File: src/rtl/nrs_pkg.sv
package nrs_pkg;
	// ************************************************************
	// clock and strobe timing
	// ************************************************************
	localparam int CLK_NS     = 50;
	localparam int T_WP_NS    = 25;
	localparam int T_WH_NS    = 15;
	localparam int T_WB_NS    = 100;
	localparam int T_WHR_NS   = 60;
	localparam int T_RP_NS    = 25;
	localparam int T_REH_NS   = 15;
	localparam int T_WP_CYC   = (T_WP_NS + CLK_NS - 1) / CLK_NS;
	localparam int T_WH_CYC   = (T_WH_NS + CLK_NS - 1) / CLK_NS;
	localparam int T_WB_CYC   = (T_WB_NS + CLK_NS - 1) / CLK_NS;
	localparam int T_WHR_CYC  = (T_WHR_NS + CLK_NS - 1) / CLK_NS;
	localparam int T_RP_CYC   = (T_RP_NS + CLK_NS - 1) / CLK_NS;
	localparam int T_REH_CYC  = (T_REH_NS + CLK_NS - 1) / CLK_NS;
	// a command may be followed by a busy wait or a data read
	localparam int T_GAP_CYC  = (T_WB_CYC > T_WHR_CYC) ? T_WB_CYC : T_WHR_CYC;

	// ************************************************************
	// command codes and address layout
	// ************************************************************
	localparam logic [7:0] CMD_READ_SETUP = 8'h00;
	localparam logic [7:0] CMD_CONFIRM    = 8'h30;
	localparam logic [7:0] CMD_CACHE_SEQ  = 8'h31;
	localparam logic [7:0] CMD_CACHE_LAST = 8'h3f;
	localparam logic [7:0] CMD_COL_CHANGE = 8'h05;
	localparam logic [7:0] CMD_PLANE_SEL  = 8'h06;
	localparam logic [7:0] CMD_COL_CONF   = 8'he0;
	localparam logic [7:0] CMD_STATUS     = 8'h70;
	localparam logic [7:0] CMD_STATUS_ENH = 8'h78;
	localparam int         PLANE_BIT      = 6;
	localparam int         ADDR_CYCLES    = 5;
	localparam int         COL_CYCLES     = 2;
	localparam int         BUF_DEPTH      = 2;

	typedef enum logic [3:0] {
		OP_PAGE_READ, OP_CACHE_SEQ, OP_CACHE_RAND, OP_CACHE_LAST,
		OP_TWO_PLANE, OP_COL_CHANGE, OP_PLANE_SEL, OP_STATUS,
		OP_READ_DATA
	} nrs_op_t;

	typedef enum logic [2:0] {
		K_CMD, K_ADDR, K_WAIT, K_READ, K_END
	} nrs_kind_t;

	typedef struct packed {
		nrs_op_t      op;
		logic [23:0]  row;
		logic [15:0]  col;
		logic         plane;
		logic [11:0]  count;
	} nrs_cmd_t;
endpackage

File: src/rtl/nrs_host.sv
`timescale 1ns/1ps
module nrs_host
	import nrs_pkg::*;
(
	input  wire logic      mclk,
	input  wire logic      rst,
	input  wire logic      cmd_valid,
	output logic           cmd_ready,
	input  wire nrs_cmd_t  cmd,
	output logic           data_valid,
	input  wire logic      data_ready,
	output logic [7:0]     data,
	output logic           cle,
	output logic           ale,
	output logic           ce_n,
	output logic           we_n,
	output logic           read_strobe_n,
	output logic [7:0]     io_out,
	output logic           io_oe,
	input  wire logic [7:0] io_in,
	input  wire logic      ready_busy_n_out
);
	typedef enum {ST_IDLE, ST_STEP, ST_WLOW, ST_WHIGH, ST_RLOW,
		ST_RHIGH} nrs_state_t;

	nrs_state_t  state;
	nrs_cmd_t    cmd_q;
	nrs_kind_t   kind;
	logic [3:0]  idx;
	logic [3:0]  cnt;
	logic [11:0] remain;
	logic [1:0]  pfx;
	logic [7:0]  byte_v;
	logic [2:0]  aidx;
	logic        apl;
	logic [23:0] arow;
	logic        rb_s1, rb_s2, rb_s3;
	logic        status_mode, tp_mode;
	logic        push;
	logic [7:0]  push_data;
	logic        skid_v;
	logic [7:0]  skid;
	logic [3:0]  addr_seen;

	// ************************************************************
	// ready/busy synchroniser
	// ************************************************************
	always_ff @(posedge mclk) begin
		if (rst) begin
			rb_s1 <= 1'b0;
			rb_s2 <= 1'b0;
			rb_s3 <= 1'b0;
		end else begin
			rb_s1 <= ready_busy_n_out;
			rb_s2 <= rb_s1;
			rb_s3 <= rb_s2;
		end
	end

	// ************************************************************
	// step decode
	// ************************************************************
	always_comb begin
		kind   = K_END;
		byte_v = CMD_READ_SETUP;
		aidx   = 3'h0;
		apl    = cmd_q.plane;
		unique case (cmd_q.op)
		OP_PAGE_READ, OP_CACHE_RAND: begin
			if (idx == 4'h0) begin
				kind = K_CMD;
			end else if (idx <= 4'(ADDR_CYCLES)) begin
				kind = K_ADDR;
				aidx = 3'(idx - 4'h1);
			end else if (idx == 4'h6) begin
				kind   = K_CMD;
				byte_v = (cmd_q.op == OP_PAGE_READ) ? CMD_CONFIRM
					: CMD_CACHE_SEQ;
			end else if (idx == 4'h7) begin
				kind = K_WAIT;
			end
		end
		OP_CACHE_SEQ, OP_CACHE_LAST: begin
			if (idx == 4'h0) begin
				kind   = K_CMD;
				byte_v = (cmd_q.op == OP_CACHE_SEQ) ? CMD_CACHE_SEQ
					: CMD_CACHE_LAST;
			end else if (idx == 4'h1) begin
				kind = K_WAIT;
			end
		end
		OP_TWO_PLANE: begin
			if (idx == 4'h0 || idx == 4'h6) begin
				kind = K_CMD;
			end else if (idx <= 4'h5) begin
				kind = K_ADDR;
				aidx = 3'(idx - 4'h1);
				apl  = 1'b0;
			end else if (idx <= 4'hb) begin
				kind = K_ADDR;
				aidx = 3'(idx - 4'h7);
				apl  = 1'b1;
			end else if (idx == 4'hc) begin
				kind   = K_CMD;
				byte_v = CMD_CONFIRM;
			end else if (idx == 4'hd) begin
				kind = K_WAIT;
			end
		end
		OP_COL_CHANGE: begin
			if (idx == 4'h0) begin
				kind   = K_CMD;
				byte_v = CMD_COL_CHANGE;
			end else if (idx <= 4'(COL_CYCLES)) begin
				kind = K_ADDR;
				aidx = 3'(idx - 4'h1);
			end else if (idx == 4'h3) begin
				kind   = K_CMD;
				byte_v = CMD_COL_CONF;
			end
		end
		OP_PLANE_SEL: begin
			if (idx == 4'h0) begin
				kind   = K_CMD;
				byte_v = CMD_PLANE_SEL;
			end else if (idx <= 4'(ADDR_CYCLES)) begin
				kind = K_ADDR;
				aidx = 3'(idx - 4'h1);
			end else if (idx == 4'h6) begin
				kind   = K_CMD;
				byte_v = CMD_COL_CONF;
			end
		end
		OP_STATUS: begin
			if (idx == 4'h0) begin
				kind   = K_CMD;
				byte_v = CMD_STATUS;
			end else if (idx == 4'h1) begin
				kind = K_READ;
			end
		end
		OP_READ_DATA: begin
			// after a poll the output source must be switched back
			if (pfx == 2'h0) begin
				kind = (idx == 4'h0) ? K_READ : K_END;
			end else if (pfx == 2'h1) begin
				if (idx == 4'h0)
					kind = K_CMD;
				else if (idx == 4'h1)
					kind = K_READ;
			end else begin
				if (idx == 4'h0) begin
					kind   = K_CMD;
					byte_v = CMD_PLANE_SEL;
				end else if (idx <= 4'(ADDR_CYCLES)) begin
					kind = K_ADDR;
					aidx = 3'(idx - 4'h1);
				end else if (idx == 4'h6) begin
					kind   = K_CMD;
					byte_v = CMD_COL_CONF;
				end else if (idx == 4'h7) begin
					kind = K_READ;
				end
			end
		end
		default: kind = K_END;
		endcase
		arow            = cmd_q.row;
		arow[PLANE_BIT] = apl;
		if (kind == K_ADDR) begin
			unique case (aidx)
			3'h0:    byte_v = cmd_q.col[7:0];
			3'h1:    byte_v = cmd_q.col[15:8];
			3'h2:    byte_v = arow[7:0];
			3'h3:    byte_v = arow[15:8];
			default: byte_v = arow[23:16];
			endcase
		end
	end

	// ************************************************************
	// pin sequencer
	// ************************************************************
	always_ff @(posedge mclk) begin
		if (rst) begin
			state         <= ST_IDLE;
			cmd_q         <= '0;
			cmd_ready     <= 1'b0;
			idx           <= 4'h0;
			cnt           <= 4'h0;
			remain        <= 12'h000;
			pfx           <= 2'h0;
			cle           <= 1'b0;
			ale           <= 1'b0;
			ce_n          <= 1'b1;
			we_n          <= 1'b1;
			read_strobe_n <= 1'b1;
			io_out        <= 8'h00;
			io_oe         <= 1'b0;
			push          <= 1'b0;
			push_data     <= 8'h00;
		end else begin
			push <= 1'b0;
			unique case (state)
			ST_IDLE: begin
				cmd_ready <= 1'b1;
				ce_n      <= 1'b1;
				if (cmd_valid && cmd_ready) begin
					cmd_q     <= cmd;
					cmd_ready <= 1'b0;
					ce_n      <= 1'b0;
					idx       <= 4'h0;
					remain    <= (cmd.op == OP_STATUS) ? 12'h001 : cmd.count;
					pfx       <= status_mode ? (tp_mode ? 2'h2 : 2'h1) : 2'h0;
					state     <= ST_STEP;
				end
			end
			ST_STEP: begin
				unique case (kind)
				K_CMD, K_ADDR: begin
					cle    <= (kind == K_CMD);
					ale    <= (kind == K_ADDR);
					io_out <= byte_v;
					io_oe  <= 1'b1;
					we_n   <= 1'b0;
					cnt    <= 4'(T_WP_CYC - 1);
					state  <= ST_WLOW;
				end
				K_WAIT: begin
					// both late stages high: transfer is done
					if (rb_s2 && rb_s3)
						idx <= idx + 4'h1;
				end
				K_READ: begin
					if (remain == 12'h000) begin
						idx <= idx + 4'h1;
					end else if (!(data_valid && skid_v)) begin
						read_strobe_n <= 1'b0;
						cnt           <= 4'(T_RP_CYC - 1);
						state         <= ST_RLOW;
					end
				end
				default: state <= ST_IDLE;
				endcase
			end
			ST_WLOW: begin
				if (cnt == 4'h0) begin
					we_n <= 1'b1;
					cnt  <= cle ? 4'(T_GAP_CYC - 1) : 4'(T_WH_CYC - 1);
					state <= ST_WHIGH;
				end else begin
					cnt <= cnt - 4'h1;
				end
			end
			ST_WHIGH: begin
				if (cnt == 4'h0) begin
					cle   <= 1'b0;
					ale   <= 1'b0;
					io_oe <= 1'b0;
					idx   <= idx + 4'h1;
					state <= ST_STEP;
				end else begin
					cnt <= cnt - 4'h1;
				end
			end
			ST_RLOW: begin
				if (cnt == 4'h0) begin
					read_strobe_n <= 1'b1;
					push          <= 1'b1;
					push_data     <= io_in;
					remain        <= remain - 12'h001;
					cnt           <= 4'(T_REH_CYC - 1);
					state         <= ST_RHIGH;
				end else begin
					cnt <= cnt - 4'h1;
				end
			end
			ST_RHIGH: begin
				if (cnt == 4'h0)
					state <= ST_STEP;
				else
					cnt <= cnt - 4'h1;
			end
			endcase
		end
	end

	// ************************************************************
	// output source tracking
	// ************************************************************
	always_ff @(posedge mclk) begin
		if (rst) begin
			status_mode <= 1'b0;
			tp_mode     <= 1'b0;
		end else if (state == ST_STEP && kind == K_CMD) begin
			if (byte_v == CMD_STATUS)
				status_mode <= 1'b1;
			else
				status_mode <= 1'b0;
			if (byte_v == CMD_CONFIRM)
				tp_mode <= (cmd_q.op == OP_TWO_PLANE);
			else if (byte_v == CMD_CACHE_SEQ || byte_v == CMD_CACHE_LAST)
				tp_mode <= 1'b0;
		end
	end

	// ************************************************************
	// two-entry output buffer
	// ************************************************************
	// a read starts only with a free slot, so a stall loses no byte
	always_ff @(posedge mclk) begin
		if (rst) begin
			data_valid <= 1'b0;
			data       <= 8'h00;
			skid_v     <= 1'b0;
			skid       <= 8'h00;
		end else begin
			if (!data_valid || data_ready) begin
				data_valid <= skid_v || push;
				data       <= skid_v ? skid : push_data;
				skid_v     <= skid_v && push;
				if (skid_v && push)
					skid <= push_data;
			end else if (push) begin
				skid_v <= 1'b1;
				skid   <= push_data;
			end
		end
	end

	// ************************************************************
	// checks
	// ************************************************************
	always_ff @(posedge mclk) begin
		if (rst)
			addr_seen <= 4'h0;
		else if (!we_n && cle)
			addr_seen <= 4'h0;
		else if (!we_n && ale && state == ST_WLOW && cnt == 4'h0)
			addr_seen <= addr_seen + 4'h1;
	end

	a_latch_exclusive: assert property (
		@(posedge mclk) disable iff (rst) !(cle && ale))
		else $error("command and address latch both high");
	a_strobe_drives: assert property (
		@(posedge mclk) disable iff (rst) !we_n |-> io_oe && !ce_n)
		else $error("write strobe without drive");
	a_confirm_addr: assert property (
		@(posedge mclk) disable iff (rst)
		$fell(we_n) && cle && io_out == CMD_CONFIRM |->
		addr_seen == 4'h5 || addr_seen == 4'ha)
		else $error("confirm without full address");
	a_col_conf_addr: assert property (
		@(posedge mclk) disable iff (rst)
		$fell(we_n) && cle && io_out == CMD_COL_CONF |->
		addr_seen == 4'h2 || addr_seen == 4'h5)
		else $error("column confirm with wrong address count");
	a_no_enh_status: assert property (
		@(posedge mclk) disable iff (rst)
		!we_n && cle |-> io_out != CMD_STATUS_ENH)
		else $error("enhanced status issued");
	a_read_not_busy: assert property (
		@(posedge mclk) disable iff (rst)
		$fell(read_strobe_n) |-> rb_s3 && !io_oe)
		else $error("read strobe while busy or driving");
	a_status_resetup: assert property (
		@(posedge mclk) disable iff (rst)
		$fell(read_strobe_n) && cmd_q.op == OP_READ_DATA |-> !status_mode)
		else $error("data read while status selected");
	a_buffer_noloss: assert property (
		@(posedge mclk) disable iff (rst)
		push |-> !(data_valid && skid_v && !data_ready))
		else $error("push into full buffer");
	a_strobe_width: assert property (
		@(posedge mclk) disable iff (rst)
		$fell(we_n) |-> !we_n ##1 we_n ##1 we_n)
		else $error("write strobe timing wrong");
endmodule // nrs_host

File: config.mk
export PLATFORM = sky130hd
export DESIGN_NAME = nrs_host
export DESIGN_NICKNAME = d
export VERILOG_FILES = /design/src/rtl/nrs_pkg.sv /design/src/rtl/nrs_host.sv
export SDC_FILE = /design/constraint.sdc
export NUM_CORES = 1
export LEC_CHECK = 0
export BUFFER_PORTS_ARGS = -buffer_cell sky130_fd_sc_hd__buf_2
export CAP_MARGIN = 20
export CORE_MARGIN = 2
export CORE_UTILIZATION = 48
export DETAILED_ROUTE_END_ITERATION = 10
export HOLD_SLACK_MARGIN = 0.02
export PLACE_DENSITY = 0.74
export SYNTH_ARGS = -nofsm -noshare
export SYNTH_HDL_FRONTEND = slang
export SYNTH_SLANG_ARGS = --single-unit
File: constraint.sdc
create_clock -name mclk -period 7.95 [get_ports mclk]
set_input_delay 0.3975 -clock mclk [delete_from_list [all_inputs] [get_ports mclk]]
set_output_delay 0.3975 -clock mclk [all_outputs]
set_load 0.1 [all_outputs]
==> results by group, run 1 <==
Yosys
  – Seq/Total Area, Yosys: 0.384
  – Synth Warn #: 0
  – Synthesized flop and latch total: 116
  – Post-synth top area share: 0.384
  – Dominant synthesized flop cell: dfxtp_1
  – Post-Syn Area: 6040 sq um
  – Largest family of logic cells by synthesized area: compound AO/OA/AOI/OAI gates
  – Synth area leader: dfxtp_1
  – Mux cell area share after synthesis: 0.0369
  – Compound-cell area share of the yosys netlist: 0.266
  – Synth top area cells: dfxtp_1 38%, nand2_1 8.6%, a21oi_1 6.2%
  – Area share of and/or/nand/nor cells after synthesis: 0.240
  – Syn Area/Cell: 7.83 sq um
  – Gate Count Post-Synth: 772
  – XOR/XNOR Fraction of Synth Area: 0.00870
  – Post-synth EDFFs: 0
  – Yosys cell types: 79
  – Adder-cell share of the synthesized area: 0.0145
  – Mapped Nets: 849
  – Most common cell in the netlist: nand2_1
  – Most common library cells after synthesis: 139 x nand2_1, 116 x dfxtp_1, 75 x a21oi_1
  – Ys async rst share: 0

Drt
  – Iteration count of the initial detailed-routing pass: 5
  – Mean routed wirelength per cell: 15.8 um
  – Vias/cell: 5.78
  – DR iter-0 viols: 547
  – Antenna Nets Post-Route: 0
  – Vias: 5866
  – # DRC: 0
  – Routed wire length: 16000 um

Cells and area
  – Diode count: 0
  – Share of cells above drive strength 1: 0.168
  – Final core occ: 0.588
  – Final Instance Area: 7150 sq um
  – Nets@finish: 911
  – Layout Cells excl Fill: 1015
  – Area delta synth->final: 18.3%
  – Fillers: 1160

STA
  – Finish-stage setup viols: 0
  – Post-route setup TNS: 0 ns
  – Fin Hold WS: 0.196 ns
  – Period minus WS final: 3.46 ns
  – RSZ-0062 raised after global routing: no
  – Slew @ Worst Pin: 0.992 ns
  – Final Cycle Share: 0.435
  – Final hold vios: 0
  – Final Slew Violations: 0
  – F_max: 0.289 GHz
  – Min setup slack post-route: 4.49 ns
  – Clock skew: 0.00739 ns
  – Slew margin rel.: 0.334

Pwr
  – Static Leak: 2.82 nW
  – Switch share: 0.410
  – Total power: 2.41 mW
  – Sw power: 0.989 mW
  – Max VDD drop: 0.187 mV
  – Clk pwr share: 0.328
  – PD cells: 338 nW/um^2
  – Internal power: 1.42 mW
  – Logic pwr share: 0.365
  – Sequential share of power: 0.307

Worst setup path
  – Req. time, crit path: 8.24 ns
  – Worst setup path category: register to register
  – End of the critical path: remain[5]
  – Critical path launch point: state[0]
  – Register-to-Register Path Depth: 6
  – RR Endpoint: remain[5]
  – Crit path capture type: register
  – Critical R2R Launch: state[0]
  – CP Launch Type: register
  – CP Data Arrival Time: 3.74 ns
  – CP Max Fanout: 49
  – FF-to-FF setup slack: 4.49 ns

Placed design
  – RePlAce Congestion: 0.897
  – DP Cell Count: 983
  – IO buf count: 92
  – Placed instance area: 6530 sq um
  – Final HPWL DP: 10600 um
  – DP Worst Slack: 4.57 ns

CTS
  – Clock Path Buffers: 2
  – Worst-path clk slew: 0.06 ns
  – Post-CTS setup buffer count: 0
  – Cts repair resizes: 0
  – CTS root buf: clkbuf_16
  – Worst-skew pair later-pin latency: 0.42 ns
  – Sink Count: 116
  – Hold-fix buffers at CTS: 0
  – TritonCTS clock tree: yes
  – Cts bufs inserted: 17
  – H-tree depth: 4

Die
  – Num rows: 40
  – Die ar.: 13500 sq um
  – Starting Density: 0.497
  – Top-level I/O count: 94
  – Die X: 116 um
  – CORE AREA: 12200 sq um
  – Die height: 116 um

Global route
  – Busiest layer in global routing: met2
  – First-pass GRT wire length: 25800 um
  – All-Layer GR Usage: 0.242
  – Grt met2 use: 0.379
  – GR Util met3: 0.0571
  – Met1 GRT Util: 0.327
  – GRT overflow: 0
  – Largest net degree at the start of global routing: 58
  – Initial antenna violation count: 0
  – Vias in the first global route: 5260

Min path
  – Worst Hold Class: input port to register
  – Hold_sp: ready_busy_n_out

Flow run
  – Max-capacitance violation count: 0

Status
  – Status: finished, final reports clean
==> worst max-delay path, cell delays in order (launching register included) <==
cell and delay [ns]:
dfxtp_1 0.42, nor3_1 0.64, nand3_2 0.88, nand2_1 0.92, o21ai_0 0.20, a22oi_1 0.19, nor2_1 0.06
==> power groups by stage <==
stage,clock (mW),sequential [mW],combinational (mW)
6_report,0.792,0.740,0.881
5_1_grt,0.824,0.750,0.958
4_1_cts,0.800,0.738,0.873
3_5_place_dp,0,0.749,0.864
3_3_place_gp,0,0.748,0.858
2_1_floorplan,0,0.888,0.538
==> state kept, by name (all words and copies together), names as in the netlist, 2 cells and up <==
name and flops:
arow 23, cmd_q 21, remain 12, data 8, io_out 8, push_data 8, skid 8, cnt 4
idx 4, state 3, pfx 2
==> cell usage in the layout (no fill, tap or decap), types with 4 or more instances in the layout <==
cell        netlist  routed
nand2b_1          7       7
clkinv_4          0       4
o211ai_1         19      19
nor4_1            5       5
ha_1              7       7
nor2_1           73      73
clkbuf_16         0      17
o31ai_1           4       4
inv_1            25      25
mux2i_1          20      20
nor3_1           17      17
a21oi_1          75      75
nor3b_1           4       4
and2_1            9       9
a32oi_1           5       5
nand3_1           7       6
clkinvlp_4        0       4
a31oi_1           8       8
dfxtp_1         116     116
a211oi_1         20      20
a22oi_1          10      10
a211o_1           4       4
o21a_1            6       6
or3_1             7       7
and3_1            5       5
o211a_1           4       4
buf_2             9      91
xor2_1            5       5
o21ai_0          31      31
nor2b_1          10      10
nand2_1         139     139
==> layer usage <==
layer	vias to the layer above	wire (um)
met5	-	0
met4	0	275
met3	21	952
met2	198	7420
met1	2736	7360
li1	2911	-
==> worst min-delay path by stage <==
stage / endpoint / slack (ns) / cells after the start
2_1_floorplan: rb_s2 / 0.41 / 1
3_3_place_gp: io_oe / 0.44 / 2
3_5_place_dp: arow[19] / 0.45 / 2
4_1_cts: rb_s1 / 0.19 / 2
5_1_grt: push_data[7] / 0.20 / 3
6_report: rb_s1 / 0.20 / 2
==> cell families after synthesis <==
family	Yosys count
and+or+nand+nor	309
AOI/OAI and AO/OA	235
DFF	116
buffers and inverters	77
muxes	22
adders and majority gates	7
xor gates and xnor gates	6
==> final cells by class <==
| cell class | instances | area, sq um | area share |
|---|---|---|---|
| Clock buffer | 18 | 439 | 0.0614 |
| Clock inverter | 14 | 178 | 0.0249 |
| Inverter | 26 | 97.6 | 0.0137 |
| Multi-Input combinational cell | 579 | 3420 | 0.479 |
| Sequential cell | 116 | 2320 | 0.325 |
| Tap cell | 168 | 210 | 0.0294 |
| Timing Repair Buffer | 94 | 478 | 0.0669 |
Power figures use the tool's default switching activity.
==> run 2, diff against run 1 <==
- ABC_AREA: unset -> 1
- clock period: 7.95 -> 3.5 ns (I/O delays scaled with it)
==> results by group, run 2 <==
CTS
  – Cts repair resizes: 0 (unchanged)
  – CTS root buf: clkbuf_16
  – Clock Path Buffers: 2 (unchanged)
  – H-tree depth: 4 (unchanged)
  – Sink Count: 116 (unchanged)
  – Worst-skew pair later-pin latency: 0.42 ns (about the same)
  – Cts bufs inserted: 17 (unchanged)
  – TritonCTS clock tree: yes
  – Worst-path clk slew: 0.06 ns (about the same)

Yosys
  – XOR/XNOR Fraction of Synth Area: 0.00882 (+0.000124)
  – Ys async rst share: 0 (unchanged)
  – Area share of and/or/nand/nor cells after synthesis: 0.311 (+0.0717)
  – Post-Syn Area: 5960 sq um (-1.4%)
  – Seq/Total Area, Yosys: 0.390 (+0.00549)
  – Gate Count Post-Synth: 864 (+12%)
  – Compound-cell area share of the yosys netlist: 0.185 (-0.0808)
  – Synth top area cells: dfxtp_1 39%, nor2_1 11%, o21ai_0 7.8%
  – Synth Warn #: 0 (unchanged)
  – Adder-cell share of the synthesized area: 0.0147 (+0.000207)
  – Dominant synthesized flop cell: dfxtp_1
  – Syn Area/Cell: 6.90 sq um (-12%)
  – Largest family of logic cells by synthesized area: simple AND/OR/NAND/NOR gates
  – Most common library cells after synthesis: 170 x nor2_1, 120 x nand2_1, 116 x dfxtp_1
  – Synth area leader: dfxtp_1
  – Post-synth top area share: 0.390 (+0.00549)
  – Mux cell area share after synthesis: 0 (-0.0369)
  – Yosys cell types: 47 (-41%)
  – Post-synth EDFFs: 0 (unchanged)
  – Synthesized flop and latch total: 116 (unchanged)
  – Most common cell in the netlist: nor2_1
  – Mapped Nets: 941 (+11%)

Min path
  – Worst Hold Class: input port to register
  – Hold_sp: cmd[48]

Pwr
  – PD cells: 871 nW/um^2 (+160%)
  – Static Leak: 3.51 nW (+24%)
  – Total power: 6.54 mW (+170%)
  – Max VDD drop: 0.386 mV (+110%)

Global route
  – All-Layer GR Usage: 0.243 (+0.00122)
  – Largest net degree at the start of global routing: 62 (+6.9%)
  – GRT overflow: 0 (unchanged)
  – Vias in the first global route: 5550 (+5.5%)
  – Initial antenna violation count: 0 (unchanged)
  – First-pass GRT wire length: 25800 um (about the same)

Cells and area
  – Nets@finish: 1064 (+17%)
  – Area delta synth->final: 26.0%
  – Max reg flops: 23 (unchanged)
  – Most frequent cells in the layout: 169 x nor2_1, 120 x nand2_1, 116 x dfxtp_1
  – Diode count: 0 (unchanged)
  – Fillers: 1123 (-3.2%)
  – Most common cell after layout, fill and taps aside: nor2_1
  – Share of cells above drive strength 1: 0.182 (+0.0143)

STA
  – Period minus WS final: 2.91 ns (-0.547 ns)
  – Final Cycle Share: 0.831 (+0.396)
  – Final Slew Violations: 0 (unchanged)
  – Clock skew: 0.00958 ns (+0.00219 ns)
  – RSZ-0062 raised after global routing: no
  – F_max: 0.344 GHz (+19%)
  – Slew margin rel.: 0.563 (+0.229)
  – Slew @ Worst Pin: 0.655 ns (-0.337 ns)
  – Finish-stage setup viols: 0 (unchanged)
  – Final hold vios: 0 (unchanged)
  – Post-route setup TNS: 0 ns (unchanged)

Placed design
  – Final HPWL DP: 10300 um (-3.2%)
  – IO buf count: 92 (unchanged)
  – RePlAce Congestion: 0.932 (+3.9%)

Status
  – Status: finished, final reports clean

Worst setup path
  – End of the critical path: tp_mode
  – Req. time, crit path: 3.86 ns (-4.38 ns)
  – RR Endpoint: tp_mode
  – Max stage delay on crit path: 0.46 ns (-0.46 ns)
  – CP Launch Type: register
  – Critical R2R Launch: idx[0]
  – Crit path capture type: register
  – FF-to-FF setup slack: 0.59 ns (-3.90 ns)
  – Critical path launch point: idx[0]
  – Register-to-Register Path Depth: 21 (+15)
  – Worst-path cell chain: inv_1 > ha_1 > inv_2 > nand3_2 > nand2_2 > inv_2 > nand2_1 > nand2_1 > nor2_1 > inv_2 > nand2_4 > inv_2 > nand3_1 > nand3_1 > o21bai_1 > nand2_1 > nor2_1 > nand3_1 > nand3_1 > inv_1 > nor2_1
  – CP Max Fanout: 14 (-71%)
  – Max stage delay cell, worst path: dfxtp_1
  – Worst setup path category: register to register
  – CP Data Arrival Time: 3.27 ns (-0.47 ns)

Drt
  – Antenna Nets Post-Route: 0 (unchanged)
  – Iteration count of the initial detailed-routing pass: 5 (unchanged)
  – Routed wire length: 15600 um (-2.8%)
  – Vias: 5985 (+2.0%)
  – Vias/cell: 5.12 (-11%)
  – Mean routed wirelength per cell: 13.3 um (-15%)
  – # DRC: 0 (unchanged)
  – DR iter-0 viols: 339 (-38%)

Flow run
  – Max-capacitance violation count: 0 (unchanged)

Die
  – Die ar.: 13300 sq um (-1.4%)
  – Die X: 115 um (-0.68%)
  – Starting Density: 0.494 (-0.00293)
  – Num rows: 40 (unchanged)
  – Die height: 115 um (-0.68%)
  – Top-level I/O count: 94 (unchanged)
  – CORE AREA: 12100 sq um (-0.82%)
==> run 2: cell type report <==
cell class	count	area, sq um	area share
multi-input combinational	613	3100	0.413
timing repair buffer	140	928	0.124
clock inverter	15	148	0.0197
sequential	116	2320	0.309
inverter	99	374	0.0498
tap	168	210	0.0280
clock buffer	17	425	0.0567
==> run 2: logic make-up after synthesis <==
family | Yosys count
simple gates | 402
xor+xnor | 6
buf+inv | 135
flops | 116
compound gates | 198
fa+ha+maj | 7
==> run 2: power by group <==
group,switching (mW),internal (mW),leakage (nW)
sequential,0.207,1.59,0.946
clock,0.686,0.994,0.279
combinational,2.20,0.859,2.28
total,3.09,3.44,3.51
==> run 2: worst min-delay path by stage <==
stage	slack (ns)	to	cells after the start
after floorplan	0.28	rb_s1	2
after global placement	0.39	rb_s2	2
after detailed placement	0.40	cmd_q[22]	3
after CTS	0.02	remain[4]	3
after global routing	0.04	remain[6]	3
final	0.03	arow[19]	3
==> run 2: metal layers <==
layer / track usage / up-vias / share of wire
li1: - / 3087 / -
met1: 0.332 / 2717 / 0.48
met5: 0 / - / 0
met3: 0.0528 / 23 / 0.048
met2: 0.386 / 158 / 0.46
met4: 0.0779 / 0 / 0.016
==> run 2: critical path: cells and delay by family, from the launching register on <==
kind / cells / cell delay, ns
buffers and inverters: 6 / 0.56
and+or+nand+nor: 13 / 1.24
DFF: 1 / 0.46
AOI/OAI and AO/OA: 1 / 0.26
adders and majority gates: 1 / 0.32
==> run 2: what timing repair did <==
action,CTS,global route
hold endpoints to repair,43,0
buffers inserted,0,0
setup endpoints to repair,0,0
hold buffers,43,0
==> run 2: per-stage QoR <==
stage               std cells  cell area, sq um  worst slack, ns  hold slack, ns  utilization
global placement         1093              6500            0.687           0.390        0.539
detailed placement       1093              6500            0.650           0.399        0.539
floorplan                 864              5960             1.15           0.282            -
global route             1168              7510            0.239          0.0400        0.622
CTS                      1168              7510            0.623          0.0227        0.622
finish                   1168              7510            0.590          0.0348        0.622
==> run 3, diff against run 2 <==
- ABC_AREA: 1 -> 0
- clock period: 3.5 -> 2.8 ns (I/O delays scaled with it)
==> results by group, run 3 (synthesis results as in run 1) <==
STA
  – RSZ-0062 raised after global routing: yes
  – Min setup slack post-route: 0.0633 ns (-0.527 ns)
  – Finish-stage setup viols: 0 (unchanged)
  – Fin Hold WS: 0.0283 ns (-0.00652 ns)
  – F_max: 0.365 GHz (+6.3%)
  – Slew @ Worst Pin: 0.743 ns (+0.0886 ns)
  – Final hold vios: 0 (unchanged)
  – Clock skew: 0.00686 ns (-0.00271 ns)
  – Final Cycle Share: 0.977 (+0.146)
  – Period minus WS final: 2.74 ns (-0.173 ns)
  – Final Slew Violations: 0 (unchanged)
  – Slew margin rel.: 0.503 (-0.0604)

Cells and area
  – Max reg flops: 23 (unchanged)
  – Nets@finish: 1035 (-2.7%)
  – Diode count: 0 (unchanged)
  – Most frequent cells in the layout: 139 x nand2_1, 111 x dfxtp_1, 91 x buf_2
  – Share of cells above drive strength 1: 0.236 (+0.0538)
  – Area delta synth->final: 37.6%
  – Most common cell after layout, fill and taps aside: nand2_1
  – Final core occ: 0.684 (+0.0615)
  – Fillers: 943 (-16%)

CTS
  – H-tree depth: 4 (unchanged)
  – Cts bufs inserted: 17 (unchanged)
  – TritonCTS clock tree: yes
  – Clock Path Buffers: 2 (unchanged)
  – CTS root buf: clkbuf_16
  – Sink Count: 116 (unchanged)
  – Worst-path clk slew: 0.06 ns (about the same)
  – Worst-skew pair later-pin latency: 0.42 ns (about the same)

Drt
  – Routed wire length: 17700 um (+14%)
  – Vias/cell: 5.62 (+9.7%)
  – Vias: 6402 (+7.0%)
  – Mean routed wirelength per cell: 15.5 um (+17%)
  – Antenna Nets Post-Route: 0 (unchanged)
  – DR iter-0 viols: 610 (+80%)
  – Iteration count of the initial detailed-routing pass: 7 (+2)
  – # DRC: 0 (unchanged)

Pwr
  – Internal power: 4.44 mW (+29%)
  – PD cells: 890 nW/um^2 (+2.2%)
  – Switch share: 0.401 (-0.0725)
  – Clk pwr share: 0.308 (+0.051)
  – Sw power: 2.96 mW (-4.1%)
  – Logic pwr share: 0.410 (-0.058)
  – Max VDD drop: 0.537 mV (+39%)
  – Static Leak: 3.43 nW (-2.2%)
  – Sequential share of power: 0.283 (+0.008)

Min path
  – Hold path depth: 3 (unchanged)
  – Worst Hold Class: input port to register
  – Hold_sp: cmd[3]

Global route
  – Initial antenna violation count: 0 (unchanged)
  – Vias in the first global route: 5918 (+6.6%)
  – GRT overflow: 0 (unchanged)
  – First-pass GRT wire length: 28700 um (+11%)
  – All-Layer GR Usage: 0.268 (+0.0242)
  – Largest net degree at the start of global routing: 57 (-8.1%)

Die
  – Die height: 116 um (+0.68%)
  – Top-level I/O count: 94 (unchanged)
  – Num rows: 40 (unchanged)
  – Die X: 116 um (+0.68%)
  – Starting Density: 0.497 (+0.00293)
  – CORE AREA: 12200 sq um (+0.83%)
  – Die ar.: 13500 sq um (+1.4%)

Worst setup path
  – Worst Path Buf+Inv: 2 (-4)
  – CP Launch Type: register
  – Register-to-Register Path Depth: 10 (-52%)
  – Max stage delay on crit path: 0.50 ns (+0.04 ns)
  – CP Max Fanout: 10 (-4)
  – Crit path capture type: register
  – FF-to-FF setup slack: 0.06 ns (-0.53 ns)
  – Critical R2R Launch: idx[1]
  – Max stage delay cell, worst path: or4_1
  – CP Data Arrival Time: 3.08 ns (-0.19 ns)
  – Critical path launch point: idx[1]
  – Worst-path cell chain: inv_2 > ha_4 > buf_4 > nor3b_2 > nor4_1 > a211o_1 > a2111o_1 > o211a_4 > or4_1 > a21oi_1
  – Req. time, crit path: 3.14 ns (-0.72 ns)
  – Levels on crit path: 10 (-52%)
  – Worst setup path category: register to register
  – Top cell family by delay on the critical path: compound AO/OA/AOI/OAI gates

Placed design
  – DP Worst Slack: -0.0569 ns (-0.707 ns)
  – IO buf count: 92 (unchanged)
  – Final HPWL DP: 11800 um (+14%)
  – RePlAce Congestion: 0.968 (+3.9%)

Flow run
  – Max-capacitance violation count: 0 (unchanged)

Status
  – Status: finished, final reports clean
[run 3: final cells by class]
| class | count | area (sq um) | share of cell area |
|---|---|---|---|
| clock buffer | 17 | 425 | 0.0511 |
| multi-input combinational | 579 | 3500 | 0.421 |
| clock inverter | 15 | 198 | 0.0238 |
| tap | 168 | 210 | 0.0253 |
| inverter | 26 | 97.6 | 0.0117 |
| timing repair buffer | 218 | 1550 | 0.187 |
| sequential | 116 | 2330 | 0.280 |
[run 3: what timing repair did]
item	CTS	global route
buffers inserted	0	1
pin swaps	2	5
hold endpoints to repair	53	0
endpoints found under the setup margin	6	13
hold buffers	53	0
gates resized for setup	1	21
[run 3: through the flow]
step	instance area [sq um]	std cells	TNS, ns	power [mW]
detailed placement	7070	1053	-0.0948	4.97
CTS	8220	1138	0	7.32
global placement	7070	1053	-0.0178	4.95
floorplan	6040	772	0	4.05
global route	8320	1139	-0.0955	7.81
finish	8320	1139	0	7.40
[run 3: per-layer routing]
layer,wire (um),GRT usage,up-vias
li1,-,-,3161
met1,7780,0.350,3001
met2,8580,0.437,207
met3,958,0.0560,33
met4,376,0.102,0
met5,0,0,-
[run 3: worst paths after layout]
kind	to
worst max-delay path	cnt[1]
worst min-delay path	remain[3]
worst max register to register	cnt[1]
worst min register to register	cmd_q[13]
[run 3: worst reg2reg max path, delay by kind of cell, from the launching register on]
kind | cells | cell delay [ns]
AO/OA/AOI/OAI | 4 | 1.06
AND/OR/NAND/NOR | 3 | 0.80
flip-flops | 1 | 0.35
buffers and inverters | 2 | 0.23
adder cells (fa/ha/maj) | 1 | 0.21
[run 3: power groups by stage]
stage	combinational (mW)	clock (mW)	sequential, mW
after floorplan	1.53	0	2.52
after global placement	2.84	0	2.11
after detailed placement	2.85	0	2.11
after CTS	2.95	2.30	2.08
after global routing	3.30	2.39	2.12
final	3.03	2.28	2.09
